--- config.mk ---
export PLATFORM = sky130hd
export DESIGN_NAME = dls_segment_core
export DESIGN_NICKNAME = d
export VERILOG_FILES = /design/src/rtl/dls_pkg.sv /design/src/rtl/dls_word_buffer.sv /design/src/rtl/dls_segment_core.sv
export SDC_FILE = /design/constraint.sdc
export NUM_CORES = 1
export LEC_CHECK = 0
export ABC_AREA = 1
export CAP_MARGIN = 20
export CELL_PAD_IN_SITES_DETAIL_PLACEMENT = 0
export CELL_PAD_IN_SITES_GLOBAL_PLACEMENT = 2
export CORE_ASPECT_RATIO = 1.75
export CORE_UTILIZATION = 42
export DETAILED_ROUTE_END_ITERATION = 12
export DONT_BUFFER_PORTS = 1
export PLACE_DENSITY_LB_ADDON = 0.1
export SLEW_MARGIN = 25
export SYNTH_ARGS = -nofsm -noshare
export SYNTH_HDL_FRONTEND = slang
export SYNTH_SLANG_ARGS = --single-unit
--- constraint.sdc ---
create_clock -name ref_clk_i -period 2.8 [get_ports ref_clk_i]
set_input_delay 0.42 -clock ref_clk_i [delete_from_list [all_inputs] [get_ports ref_clk_i]]
set_output_delay 0.42 -clock ref_clk_i [all_outputs]
set_load 0.01 [all_outputs]
--- src/rtl/dls_pkg.sv ---
package dls_pkg;
  localparam int DLS_WORD_W    = 8;
  localparam int DLS_UPPER_W   = 5;
  localparam int DLS_LOWER_W   = 3;
  localparam int DLS_UPPER_SEG = 31;
  localparam int DLS_LOWER_SEG = 7;
  localparam int DLS_BUF_DEPTH = 2;
  localparam int DLS_CLK_MHZ   = 100;
  localparam int DLS_MAX_MSPS  = 210;
  localparam logic [DLS_WORD_W-1:0] DLS_WORD_RST = 8'h00;
  localparam logic [DLS_UPPER_SEG-1:0] DLS_UPPER_RST = 31'h0000_0000;
  localparam logic [DLS_LOWER_SEG-1:0] DLS_LOWER_RST = 7'h00;

  typedef enum logic {DLS_FMT_BINARY, DLS_FMT_TWOS} dls_fmt_t;
endpackage

--- src/rtl/dls_word_buffer.sv ---
`timescale 1ns/10ps
module dls_word_buffer
  import dls_pkg::*;
#(
  parameter int WIDTH = 8,
  parameter int DEPTH = 2
)(
  input  wire logic             ref_clk_i,
  input  wire logic             reset_n_i,
  input  wire logic             in_valid_i,
  output logic                  in_ready_o,
  input  wire logic [WIDTH-1:0] in_data_i,
  output logic                  out_valid_o,
  input  wire logic             out_ready_i,
  output logic      [WIDTH-1:0] out_data_o
);
  localparam int PW = $clog2(DEPTH);

  logic [WIDTH-1:0] mem_r [DEPTH];
  logic [PW-1:0]    wr_ptr_r;
  logic [PW-1:0]    rd_ptr_r;
  logic [PW:0]      count_r;
  logic             push;
  logic             pop;

  function automatic logic [PW-1:0] ptr_inc(input logic [PW-1:0] p);
    ptr_inc = (p == PW'(DEPTH - 1)) ? '0 : p + 1'b1;
  endfunction

  assign in_ready_o  = (count_r != (PW+1)'(DEPTH));
  assign out_valid_o = (count_r != '0);
  assign out_data_o  = mem_r[rd_ptr_r];
  assign push        = in_valid_i && in_ready_o;
  assign pop         = out_valid_o && out_ready_i;

  always_ff @(posedge ref_clk_i)
  begin
    if (push)
    begin
      mem_r[wr_ptr_r] <= in_data_i;
    end
  end

  always_ff @(posedge ref_clk_i or negedge reset_n_i)
  begin
    if (!reset_n_i)
    begin
      wr_ptr_r <= '0;
      rd_ptr_r <= '0;
      count_r  <= '0;
    end
    else
    begin
      if (push)
      begin
        wr_ptr_r <= ptr_inc(wr_ptr_r);
      end
      if (pop)
      begin
        rd_ptr_r <= ptr_inc(rd_ptr_r);
      end
      count_r <= count_r + (PW+1)'(push) - (PW+1)'(pop);
    end
  end
endmodule

--- src/rtl/dls_segment_core.sv ---
`timescale 1ns/10ps
// Behaviour
// - The sample word is eight bits, straight binary or twos complement, top bit most significant.
// - The word is captured edge-triggered and the segment controls change only on a rising edge.
// - While awake a new sample is accepted every clock cycle with no bubbles, up to 210 MSPS.
// - The upper five bits become a 31-wide thermometer code whose ones count equals their value.
// - The lower three bits become a 7-wide thermometer code, each worth an eighth of an upper one.
// - While awake each segment goes to exactly one output: true when asserted, complement otherwise.
// - Each segment has matched true and complement drives that change on the same edge.
// - True weight is code/256 and complement weight is (255-code)/256 of full scale.
// - Code 255 steers every segment to the true side and none to the complement side.
// - The logic is purely edge triggered and so works at any clock duty cycle.
// - A static format input selects straight binary when low and twos complement when high.
// - A high sleep input powers down and turns both output currents off; low keeps it enabled.
module dls_segment_core
  import dls_pkg::*;
#(
  parameter int WORD_W = DLS_WORD_W
)(
  input  wire logic                     ref_clk_i,
  input  wire logic                     reset_n_i,
  input  wire logic [WORD_W-1:0]        sample_i,
  input  wire logic                     sample_valid_i,
  output logic                          sample_ready_o,
  input  wire logic                     format_twos_i,
  input  wire logic                     sleep_i,
  output logic      [DLS_UPPER_SEG-1:0] upper_true_o,
  output logic      [DLS_UPPER_SEG-1:0] upper_comp_o,
  output logic      [DLS_LOWER_SEG-1:0] lower_true_o,
  output logic      [DLS_LOWER_SEG-1:0] lower_comp_o,
  output logic      [WORD_W-1:0]        true_weight_o,
  output logic      [WORD_W-1:0]        comp_weight_o,
  output logic                          powered_down_o
);

  ////////////////////////////////////////////////////////////////////////////////
  // Thermometer decode, shared by both segment groups.

  function automatic logic [DLS_UPPER_SEG-1:0] therm(input logic [DLS_UPPER_W-1:0] v);
    logic [DLS_UPPER_SEG-1:0] t;
    t = '0;
    for (int i = 0; i < DLS_UPPER_SEG; i++)
    begin
      t[i] = (32'(v) > i);
    end
    therm = t;
  endfunction

  ////////////////////////////////////////////////////////////////////////////////
  // Input buffer. The core drains a word every cycle, so the buffer only
  // fills when the core is held asleep; then it back-pressures the source.

  logic              buf_valid;
  logic [WORD_W-1:0] buf_data;
  logic              core_take;

  dls_word_buffer #(
    .WIDTH (WORD_W),
    .DEPTH (DLS_BUF_DEPTH)
  ) u_buf (
    .ref_clk_i   (ref_clk_i),
    .reset_n_i   (reset_n_i),
    .in_valid_i  (sample_valid_i),
    .in_ready_o  (sample_ready_o),
    .in_data_i   (sample_i),
    .out_valid_o (buf_valid),
    .out_ready_i (!sleep_i),
    .out_data_o  (buf_data)
  );

  assign core_take = buf_valid && !sleep_i;

  ////////////////////////////////////////////////////////////////////////////////
  // Sample register and format mapping.

  logic [WORD_W-1:0] word_r;
  logic [WORD_W-1:0] code;

  always_ff @(posedge ref_clk_i or negedge reset_n_i)
  begin
    if (!reset_n_i)
    begin
      word_r <= DLS_WORD_RST;
    end
    else if (core_take)
    begin
      word_r <= buf_data;
    end
  end

  // Flipping the top bit maps signed codes onto the unsigned weights.
  assign code = (dls_fmt_t'(format_twos_i) == DLS_FMT_TWOS)
              ? {~word_r[WORD_W-1], word_r[WORD_W-2:0]}
              : word_r;

  ////////////////////////////////////////////////////////////////////////////////
  // Segment outputs, registered so true and complement leave from the same edge.

  logic [DLS_UPPER_SEG-1:0] up_nxt;
  logic [DLS_LOWER_SEG-1:0] lo_nxt;
  logic                     sleep_r;

  assign up_nxt = therm(code[WORD_W-1 -: DLS_UPPER_W]);
  assign lo_nxt = DLS_LOWER_SEG'(therm(DLS_UPPER_W'(code[DLS_LOWER_W-1:0])));

  always_ff @(posedge ref_clk_i or negedge reset_n_i)
  begin
    if (!reset_n_i)
    begin
      upper_true_o  <= DLS_UPPER_RST;
      upper_comp_o  <= DLS_UPPER_RST;
      lower_true_o  <= DLS_LOWER_RST;
      lower_comp_o  <= DLS_LOWER_RST;
      true_weight_o <= '0;
      comp_weight_o <= '0;
      sleep_r       <= 1'b1;
    end
    else
    begin
      sleep_r <= sleep_i;
      if (sleep_i)
      begin
        upper_true_o  <= '0;
        upper_comp_o  <= '0;
        lower_true_o  <= '0;
        lower_comp_o  <= '0;
        true_weight_o <= '0;
        comp_weight_o <= '0;
      end
      else
      begin
        upper_true_o  <= up_nxt;
        upper_comp_o  <= ~up_nxt;
        lower_true_o  <= lo_nxt;
        lower_comp_o  <= ~lo_nxt;
        true_weight_o <= code;
        comp_weight_o <= ~code;
      end
    end
  end

  assign powered_down_o = sleep_r;

  ////////////////////////////////////////////////////////////////////////////////
  // Checks.

  a_pair_exclusive: assert property (@(posedge ref_clk_i) disable iff (!reset_n_i)
    !sleep_r |-> ((upper_true_o ^ upper_comp_o) == '1) && ((lower_true_o ^ lower_comp_o) == '1))
    else $error("segment pair not complementary");

  a_upper_count: assert property (@(posedge ref_clk_i) disable iff (!reset_n_i)
    !sleep_i |=> $countones(upper_true_o) == 32'($past(code[WORD_W-1 -: DLS_UPPER_W])))
    else $error("upper segment count wrong");

  a_lower_count: assert property (@(posedge ref_clk_i) disable iff (!reset_n_i)
    !sleep_i |=> $countones(lower_true_o) == 32'($past(code[DLS_LOWER_W-1:0])))
    else $error("lower segment count wrong");

  a_weight_sum: assert property (@(posedge ref_clk_i) disable iff (!reset_n_i)
    !sleep_r |-> 8*$countones(upper_true_o) + $countones(lower_true_o) == 32'(true_weight_o))
    else $error("true weight mismatch");

  a_full_scale: assert property (@(posedge ref_clk_i) disable iff (!reset_n_i)
    (!sleep_i && code == 8'hff) |=> (upper_comp_o == '0) && (lower_comp_o == '0))
    else $error("full code not all true");

  a_sleep_off: assert property (@(posedge ref_clk_i) disable iff (!reset_n_i)
    sleep_i |=> (upper_true_o | upper_comp_o) == '0 && (lower_true_o | lower_comp_o) == '0)
    else $error("outputs active in sleep");

  a_twos_map: assert property (@(posedge ref_clk_i) disable iff (!reset_n_i)
    (format_twos_i && !sleep_i) |=> true_weight_o == {~$past(word_r[WORD_W-1]),
                                                       $past(word_r[WORD_W-2:0])})
    else $error("twos complement mapping wrong");

  a_capture_each: assert property (@(posedge ref_clk_i) disable iff (!reset_n_i)
    core_take |=> word_r == $past(buf_data))
    else $error("sample not captured");

  a_stable_hold: assert property (@(posedge ref_clk_i) disable iff (!reset_n_i)
    (!sleep_i ##1 !sleep_i && $stable(code)) |=> $stable(upper_true_o) && $stable(lower_true_o))
    else $error("segments changed without new code");

  c_full: cover property (@(posedge ref_clk_i) disable iff (!reset_n_i)
    !sleep_r && true_weight_o == 8'hff);
  c_zero: cover property (@(posedge ref_clk_i) disable iff (!reset_n_i)
    !sleep_r && true_weight_o == 8'h00);
  c_stall: cover property (@(posedge ref_clk_i) disable iff (!reset_n_i)
    sample_valid_i && !sample_ready_o);
  c_twos: cover property (@(posedge ref_clk_i) disable iff (!reset_n_i)
    format_twos_i && core_take);
endmodule

Word level (Yosys, flattened, before mapping)

Memory sizes are Yosys's and may differ from the RTL's. A register that Yosys moved wholly into a read port is not among the register bits.
Cells that the tools add are included.

Flip-flop bits (word level): 97
RAM bits: 16
Bits of input ports: 13
Output and inout bits: 94
Word-level logic and storage cells: 74
Memories kept: 1

Memories:

| name        | words | bits a word | read ports | clocked after Yosys merged registers in | write ports | line                  | text |
|---|---|---|---|---|---|---|---|
| u_buf.mem_r | 2     | 8           | 1          | 1                                       | 1           | dls_word_buffer.sv:19 | `logic [WIDTH-1:0] mem_r [DEPTH];` |

Add/sub/neg operators: 4
Magnitude comparators: 38
Eq/ne operators: 1
Mux-type cells: 11
Bitwise logic cells: 4
Reduce and logical (&&, ||, !) cells: 5

Operator list:

| kind                  | count |
|---|---|
| $gt A5 B5 Y1 const B  | 15 |
| $mux W31              | 2 |
| $gt A5 B4 Y1 const B  | 8 |
| $not A31 Y31          | 1 |
| $mux W8               | 3 |
| $gt A5 B3 Y1 const B  | 4 |
| $mux W7               | 2 |
| $gt A5 B1 Y1 const B  | 2 |
| $gt A5 B2 Y1 const B  | 2 |
| $gt A3 B3 Y1 const B  | 3 |
| $not A8 Y8            | 1 |
| $not A7 Y7            | 1 |
| $gt A3 B1 Y1 const B  | 2 |
| $gt A3 B2 Y1 const B  | 2 |
| $mux W1               | 4 |
| $add A1 B1 Y1 const B | 2 |
| $add A2 B1 Y2         | 1 |
| $logic_and A1 B1 Y1   | 2 |
| $logic_not A1 Y1      | 2 |
| $ne A2 B2 Y1 const B  | 1 |
| $reduce_bool A2 Y1    | 1 |
| $sub A2 B1 Y2         | 1 |
| $not A1 Y1            | 1 |

Logic depth before layout (Yosys ltp)

Gate-level depths: netlist of run 1.

Depth in word-level cells: 5
Gate-level depth with buffers: 9
Mapped depth without buffers: 8

Hierarchy

A second synthesis of run 1 with hierarchy kept.

Cell total of the unflattened synthesis: 371
Area, all modules: 4,137.7 um^2

Modules (own cells, without submodules):

| module           | instances | cells each | area an instance (um^2) | seq. area each (um^2) |
|---|---|---|---|---|
| dls_segment_core | 1         | 298        | 3,315.7                 | 2,478.6 |
| dls_word_buffer  | 1         | 73         | 822.0                   | 580.6 |

Least setup slack after synthesis of run 1

Ideal clock, no wire load.

Path type: reg2reg
Start: reg u_buf.count_r[1]
End: reg u_buf.count_r[1]
Setup time: 116 ps
Data arrival time: 1,346 ps
Required time: 2,684 ps
Setup slack: 1,338 ps
Stages on the path, launching flop included: 10
Path buffers: 1
Period minus slack after synthesis: 1,462 ps
Cells stage by stage: dfrtp_1 -> nor2_2 -> nor2_4 -> buf_4 -> ha_1 -> inv_1 -> ha_1 -> inv_1 -> nand2_1 -> nand2_1

Elaborated cells on any way between the ends: 6
Classes of those cells: add/sub (2); eq/ne (1); reduce/logical (3)

RTL lines:

| item                   | line                   | text |
|---|---|---|
| start, declared        | dls_word_buffer.sv:22  | `logic [PW:0] count_r;` |
| start signal, assigned | dls_word_buffer.sv:62  | `count_r <= count_r + (PW+1)'(push) - (PW+1)'(pop);` |
| $reduce_bool A2 Y1     | dls_word_buffer.sv:31  | `assign out_valid_o = (count_r != '0);` |
| $logic_and A1 B1 Y1    | --                     |  |
| net core_take          | dls_segment_core.sv:55 | `logic core_take;` |
| $sub A2 B1 Y2          | dls_word_buffer.sv:62  |  |

The timed path passes the listed nets, and every way through them passes these cells.
A chain may end at the register's enable or synchronous reset.

Worst setup path in the final report of run 1

Start: reg u_buf.count_r[1]
End: mem u_buf.mem_r[1][4] (enable)

Longest elaborated chain between the ends: 4

Ends and longest elaborated chain:

| item                          | line                   | text |
|---|---|---|
| $ne A2 B2 Y1                  | dls_word_buffer.sv:30  | `assign in_ready_o = (count_r != (PW+1)'(DEPTH));` |
| net sample_ready_o            | dls_segment_core.sv:24 | `output logic sample_ready_o,` |
| $logic_and A1 B1 Y1           | dls_word_buffer.sv:33  | `assign push = in_valid_i && in_ready_o;` |
| $mux W1                       | dls_word_buffer.sv:38  | `if (push)` |
| $mux W1 (not written as such) | dls_word_buffer.sv:40  | `mem_r[wr_ptr_r] <= in_data_i;` |
| end, declared                 | dls_word_buffer.sv:19  |  |

The timed path passes the listed nets, and every way through them passes these cells.

==> impl_metrics.env, run 1 <==
export IMPL_synth_area_leaders="dfrtp_1 (60%), edfxtp_1 (11%), nand2_1 (6.7%)"
export IMPL_port_buffers=0
export IMPL_cp_num_buf_inv=0
export IMPL_via_count=2421
export IMPL_cts_tree="yes"
export IMPL_fp_dieW_um=77.98
export IMPL_outcome="finished, final reports clean"
export IMPL_cp_start_kind="register"
export IMPL_finalNetCount=392
export IMPL_finalCoreUtilization_pct=50.34
export IMPL_ios=107
export IMPL_ys_ff_latch=119
export IMPL_grt_usage_pct=17.67
export IMPL_fp_row_count=48
export IMPL_fmax_mhz=634.3
export IMPL_worst_pin_slew_ns=0.6782
export IMPL_start_util_pct=43.08
export IMPL_crit_required_ns=2.84
export IMPL_yosysWarnings=0
export IMPL_postCtsSetupRepairBufs=0
export IMPL_cp_cell_sequence="nand2_1 -> nand2_1 -> nor2_1"
export IMPL_crit_path_frequent_cell="nand2_1"
export IMPL_avgSynthCellArea_um2=11.44
export IMPL_cts_sinks=119
export IMPL_synth_cell_types=28
export IMPL_clk_latency_ns=0.41
export IMPL_cp_slowest_cell="nor2_1"
export IMPL_grt_pass1_vias=2534
export IMPL_first_pass_iters=4
export IMPL_cts_hold_buf=3
export IMPL_drive_gt1_share_pct=14.65
export IMPL_dieHeight_um=135.0
export IMPL_clockRootBuffer="clkbuf_16"
export IMPL_htree_num_levels=4
export IMPL_path_class="register to register"
export IMPL_routedWlPerCell_um=16.36
export IMPL_synth_top_flop_cell="dfrtp_1"
export IMPL_yosys_top_cells_count="dfrtp_1 (102), nand2_1 (76), nor2_1 (49), inv_1 (35), edfxtp_1 (16)"
export IMPL_synthCells=371
export IMPL_max_vdd_ir_drop_mv=0.5785
export IMPL_clock_path_buffers=2
export IMPL_ys_seq_area_share_pct=72.10
export IMPL_hold_class="primary input to register"
export IMPL_design_core_area_um2=9849
export IMPL_end_kind="register"
export IMPL_postCtsResizedCells=0
export IMPL_grt_pass1_wl_mm=13.29
export IMPL_rsz0062_at_grt="false"
export IMPL_critPathArrivalTime_ns=1.61
export IMPL_tns_ns=0
export IMPL_slowest_delay_ns=0.54
export IMPL_areaGrowthSynthToFinish_pct=16.87
export IMPL_cts_clk_slew_worst_paths_ns=0.05
export IMPL_cts_buffers_inserted=17
export IMPL_grt_max_degree=104
export IMPL_setup_viol=0
export IMPL_diodes=0
export IMPL_hpwlAfterDp_mm=5.724
export IMPL_power_density_nw_per_um2=1228
export IMPL_whs_path_depth=1
export IMPL_grt_overflow_total=0
export IMPL_routed_via_density=4.710
export IMPL_crit_family="simple AND/OR/NAND/NOR gates"
export IMPL_finClkSkew_ns=0.008533
export IMPL_synth_nets=386
export IMPL_drcViolationCount=0
export IMPL_synth_area_um2=4243
export IMPL_finalMaxSlewViolations=0
export IMPL_finalHoldViolations=0
export IMPL_path_depth=3
export IMPL_finalCritPeriodShare_pct=56.31
export IMPL_synth_async_reset_ratio_pct=86.55
export IMPL_yosysMostFrequentCell="dfrtp_1"
export IMPL_die_area_um2=10520
export IMPL_relSlewSlack_pct=54.62
export IMPL_drt_total_wl_mm=8.410
export IMPL_yosys_area_top_type_share_pct=60.16
export IMPL_rr_worst_depth=3
export IMPL_final_min_clock_period_ns=1.577
export IMPL_antenna_found_initial=0
export IMPL_gp_congestion=0.7295
export IMPL_maxCapViolCount=0
export IMPL_drtAntennaViolNets=0
export IMPL_drt_iter0_markers=114
export IMPL_synth_edf_count=16
export IMPL_synth_top_area_cell="dfrtp_1"
export IMPL_p_leak_nw=2.505
export IMPL_worstPathMaxFanout=9
-- worst reg2reg max path, stage by stage, from the launching register on --
cell	delay, ns
dfrtp_1	0.41
nand2_1	0.14
nand2_1	0.12
nor2_1	0.54
-- final timing paths --
| path | startpoint | end | slack (ns) |
|---|---|---|---|
| worst max-delay path | u_buf.count_r[1]$_DFF_PN0_ | u_buf.mem_r[1][4]$_DFFE_PP_ | 1.22 |
| worst min-delay path | sleep_i | comp_weight_o[5]$_DFF_PN0_ | 0.08 |
| worst max register to register | u_buf.count_r[1]$_DFF_PN0_ | u_buf.mem_r[1][4]$_DFFE_PP_ | 1.22 |
| worst min register to register | word_r[0]$_DFFE_PN0P_ | comp_weight_o[0]$_DFF_PN0_ | 0.46 |
| max in group asynchronous | reset_n_i | powered_down_o$_DFF_PN1_ | 1.80 |
| min in group asynchronous | reset_n_i | upper_comp_o[21]$_DFF_PN0_ | 0.60 |
-- placed cells by master (no fill, tap or decap), drive strengths merged, types with 2 or more instances in the layout --
master and instances:
dlygate4sd3 2, ha 2, edfxtp 16, nand2 83, nand3 10, nor3 5
o21ai 16, a21oi 15, clkbuf 23, nor2 57, bufinv 4, inv 43
dfrtp 102, clkinv 3
-- cell families (layout without fill, tap and decap cells) --
group | Yosys count | count (layout) | share of synthesized area, %
AO/OA/AOI/OAI | 32 | 32 | 3.893
XOR/XNOR | 2 | 2 | 0.4129
adder cells (fa/ha/maj) | 2 | 2 | 0.5897
buffers and inverters | 59 | 77 | 6.842
flip-flops | 119 | 119 | 72.10
AND/OR/NAND/NOR | 157 | 157 | 16.16
-- state kept, by name, summed over array words and instances (netlist names) --
signal          count
upper_comp_o       31
upper_true_o       31
u_buf.mem_r        16
comp_weight_o       8
true_weight_o       8
word_r              8
lower_comp_o        6
lower_true_o        6
u_buf.count_r       2
powered_down_o      1
u_buf.rd_ptr_r      1
u_buf.wr_ptr_r      1
-- power breakdown --
| part | switching, mW | internal [mW] |
|---|---|---|
| Combinational | 0.736 | 0.293 |
| Clock | 0.703 | 1.60 |
| Sequential | 0.507 | 2.25 |
-- per-layer routing --
metal	wire, um	track usage (%)	part of all wire (%)
met5	0	0	0
met4	246	10.29	2.9
met3	443	7.027	5.3
met2	4572	30.29	54
met1	3148	18.02	37
-- layout make-up --
cell class | count | area [um^2]
clock buffers | 23 | 498.0
well taps | 125 | 156.4
inverters | 43 | 161.4
clock inverters | 8 | 142.6
fillers | 937 | 4891
flip-flops and latches | 119 | 3059
multi-input cells | 193 | 893.4
repair buffers | 3 | 47.55
-- per-stage QoR --
stage | cells | power (mW) | cell area (um^2) | hold WS (ns) | setup WS [ns]
floorplan | 371 | 3.549 | 4243 | 0.1244 | 1.338
global placement | 480 | 3.799 | 4270 | 0.1264 | 1.241
detailed placement | 480 | 3.819 | 4270 | 0.1266 | 1.207
CTS | 514 | 6.173 | 4959 | 0.05845 | 1.192
global route | 514 | 6.431 | 4959 | 0.05698 | 1.126
finish | 514 | 6.088 | 4959 | 0.07922 | 1.223
(Power assumes the default switching activity.)
==> inputs of run 2 (changes only) <==
- ABC_AREA: 1 -> 0
- CORE_UTILIZATION: 42 -> 41
- clock period: 2.8 -> 1.65 ns (I/O delays scaled with it)
==> run 2 against run 1 <==
Net effect:
- the flow now finishes with violations (hold timing)
- register-to-register slack got worse by 1.1 ns
- combinational power increased by 81%
- critical endpoint is now u_buf.count_r[1]$_DFF_PN0_
- synthesized area decreased by 3.7%
- non-clock buffer count increased by 20
==> impl_metrics.env, run 2 <==
export IMPL_outcome="finished with violations"
export IMPL_violations="hold timing"
export IMPL_antenna_found_initial=0
export IMPL_yosysWarnings=0
export IMPL_finalNetCount=345
export IMPL_rr_worst_depth=7
export IMPL_cts_buffers_inserted=17
export IMPL_drtAntennaViolNets=0
export IMPL_relSlewSlack_pct=69.83
export IMPL_yosys_top_cells_count="dfrtp_1 (102), nor2_1 (43), nand2_1 (21), a21oi_1 (19)"
export IMPL_final_common_cell="dfrtp_1"
export IMPL_routedWlPerCell_um=18.01
export IMPL_fmax_mhz=676.2
export IMPL_final_min_clock_period_ns=1.479
export IMPL_hpwlAfterDp_mm=5.356
export IMPL_routed_via_density=4.813
export IMPL_drive_gt1_share_pct=14.87
export IMPL_avgSynthCellArea_um2=13.23
export IMPL_synth_area_um2=4088
export IMPL_tns_ns=0
export IMPL_path_class="register to register"
export IMPL_finalHoldViolations=103
export IMPL_drt_iter0_markers=129
export IMPL_cts_clk_slew_worst_paths_ns=0.05
export IMPL_hold_class="primary input to async pin"
export IMPL_synth_area_leaders="dfrtp_1 (62%), edfxtp_1 (12%), nor2_1 (3.9%)"
export IMPL_rr_endpoint="u_buf.count_r[1]$_DFF_PN0_"
export IMPL_crit_required_ns=1.97
export IMPL_power_density_nw_per_um2=2114
export IMPL_synth_top_area_cell="dfrtp_1"
export IMPL_critPathArrivalTime_ns=1.80
export IMPL_final_cells=465
export IMPL_grt_pass1_wl_mm=13.52
export IMPL_synth_edf_count=16
export IMPL_synth_nets=324
export IMPL_end_kind="register"
export IMPL_clockRootBuffer="clkbuf_16"
export IMPL_ios=107
export IMPL_clk_latency_ns=0.40
export IMPL_start_util_pct=42.64
export IMPL_rsz0062_at_grt="false"
export IMPL_fp_row_count=47
export IMPL_synth_async_reset_ratio_pct=86.55
export IMPL_maxCapViolCount=0
export IMPL_cp_start_kind="register"
export IMPL_grt_max_degree=104
export IMPL_crit_family="adder cells"
export IMPL_grt_usage_pct=17.96
export IMPL_finClkSkew_ns=0.005069
export IMPL_setup_viol=0
export IMPL_hold_ws_ns=-0.4601
export IMPL_areaGrowthSynthToFinish_pct=21.12
export IMPL_clock_path_buffers=2
export IMPL_postCtsSetupRepairBufs=0
export IMPL_postCtsResizedCells=0
export IMPL_synth_cell_types=38
export IMPL_cp_num_buf_inv=2
export IMPL_cts_sinks=119
export IMPL_drt_total_wl_mm=8.375
export IMPL_cts_tree="yes"
export IMPL_r2r_setup_slack_ns=0.17
export IMPL_top_regs="upper_comp_o (31), upper_true_o (31), u_buf.mem_r (16)"
export IMPL_grt_pass1_vias=2441
export IMPL_gp_congestion=0.7038
export IMPL_die_area_um2=10390
export IMPL_cts_hold_buf=10
export IMPL_via_count=2238
export IMPL_drcViolationCount=0
export IMPL_first_pass_iters=4
export IMPL_timing_rr_start="u_buf.count_r[0]$_DFF_PN0_"
export IMPL_synthCells=309
export IMPL_design_core_area_um2=9585
export IMPL_dieHeight_um=134.1
export IMPL_htree_num_levels=4
export IMPL_fp_dieW_um=77.48
export IMPL_diodes=0
export IMPL_worstPathMaxFanout=3
export IMPL_finalMaxSlewViolations=0
export IMPL_synth_top_flop_cell="dfrtp_1"
export IMPL_place_inst=423
export IMPL_cp_cell_sequence="o21bai_4 -> inv_1 -> ha_1 -> inv_1 -> ha_1 -> xnor2_1 -> xnor2_1"
export IMPL_grt_overflow_total=0
export IMPL_max_vdd_ir_drop_mv=0.9986
export IMPL_cp_slowest_cell="dfrtp_1"
export IMPL_worst_pin_slew_ns=0.4525
export IMPL_final_cell_mix="dfrtp_1 (102), nor2_1 (43), nand2_1 (21)"
export IMPL_p_leak_nw=2.341
export IMPL_ys_seq_area_share_pct=74.84
export IMPL_ys_ff_latch=119
export IMPL_yosysMostFrequentCell="dfrtp_1"
export IMPL_slowest_delay_ns=0.41
export IMPL_finalCritPeriodShare_pct=89.63
export IMPL_yosys_area_top_type_share_pct=62.44
export IMPL_port_buffers=0
-- run 2: power by group --
part,switching (mW),internal (mW)
Combinational,1.11,0.746
Sequential,0.922,3.89
Clock,1.20,2.59
Total,3.24,7.23
-- run 2: layout make-up --
cell class,count,area [um^2]
fillers,856,4634
flip-flops and latches,119,3059
multi-input cells,156,867.1
clock buffers,23,467.9
repair buffers,23,207.7
well taps,122,152.6
clock inverters,9,147.6
inverters,13,48.80
-- run 2: worst max-delay path by stage --
stage / cells past startpoint / start / to
after global routing: 7 / u_buf.count_r[0]$_DFF_PN0_ / u_buf.count_r[1]$_DFF_PN0_
after global placement: 7 / u_buf.count_r[0]$_DFF_PN0_ / u_buf.count_r[1]$_DFF_PN0_
after detailed placement: 7 / u_buf.count_r[0]$_DFF_PN0_ / u_buf.count_r[1]$_DFF_PN0_
after CTS: 7 / u_buf.count_r[0]$_DFF_PN0_ / u_buf.count_r[1]$_DFF_PN0_
final: 7 / u_buf.count_r[0]$_DFF_PN0_ / u_buf.count_r[1]$_DFF_PN0_
after floorplan: 8 / u_buf.count_r[0]$_DFF_PN0_ / u_buf.count_r[1]$_DFF_PN0_
-- run 2: cells by family after synthesis --
group | after synthesis | synth area share, %
AOI/OAI and AO/OA | 47 | 6.489
xor gates and xnor gates | 6 | 1.653
adders and majority gates | 2 | 0.6121
buffers and inverters | 34 | 4.132
DFF | 119 | 74.84
muxes | 8 | 1.959
and+or+nand+nor | 93 | 10.32
-- run 2: layer usage --
layer | vias up | global-route usage, % | routed length [um]
met5 | - | 0 | 0
met4 | 0 | 8.071 | 109
met3 | 6 | 6.259 | 367
met2 | 68 | 32.50 | 4883
met1 | 1117 | 18.27 | 3014
li1 | 1047 | - | -
-- run 2: worst register-to-register path, stage by stage (launching register included) --
cell	delay (ns)
dfrtp_1	0.41
o21bai_4	0.15
inv_1	0.05
ha_1	0.27
inv_1	0.04
ha_1	0.17
xnor2_1	0.17
xnor2_1	0.14
-- run 2: per-stage QoR --
| step | instance area (um^2) | setup WS [ns] | power [mW] | hold WS, ns | util (%) |
|---|---|---|---|---|---|
| 2_1_floorplan | 4101 | 0.03180 | 6.089 | -0.04809 | - |
| 5_1_grt | 4951 | 0.04413 | 11.04 | -0.4885 | 51.65 |
| 4_1_cts | 4951 | 0.1454 | 10.63 | -0.4784 | 51.65 |
| 3_3_place_gp | 4225 | 0.2128 | 6.730 | -0.04590 | 44.08 |
| 3_5_place_dp | 4225 | 0.1595 | 6.761 | -0.04615 | 44.08 |
| 6_report | 4951 | 0.1711 | 10.47 | -0.4601 | 51.65 |
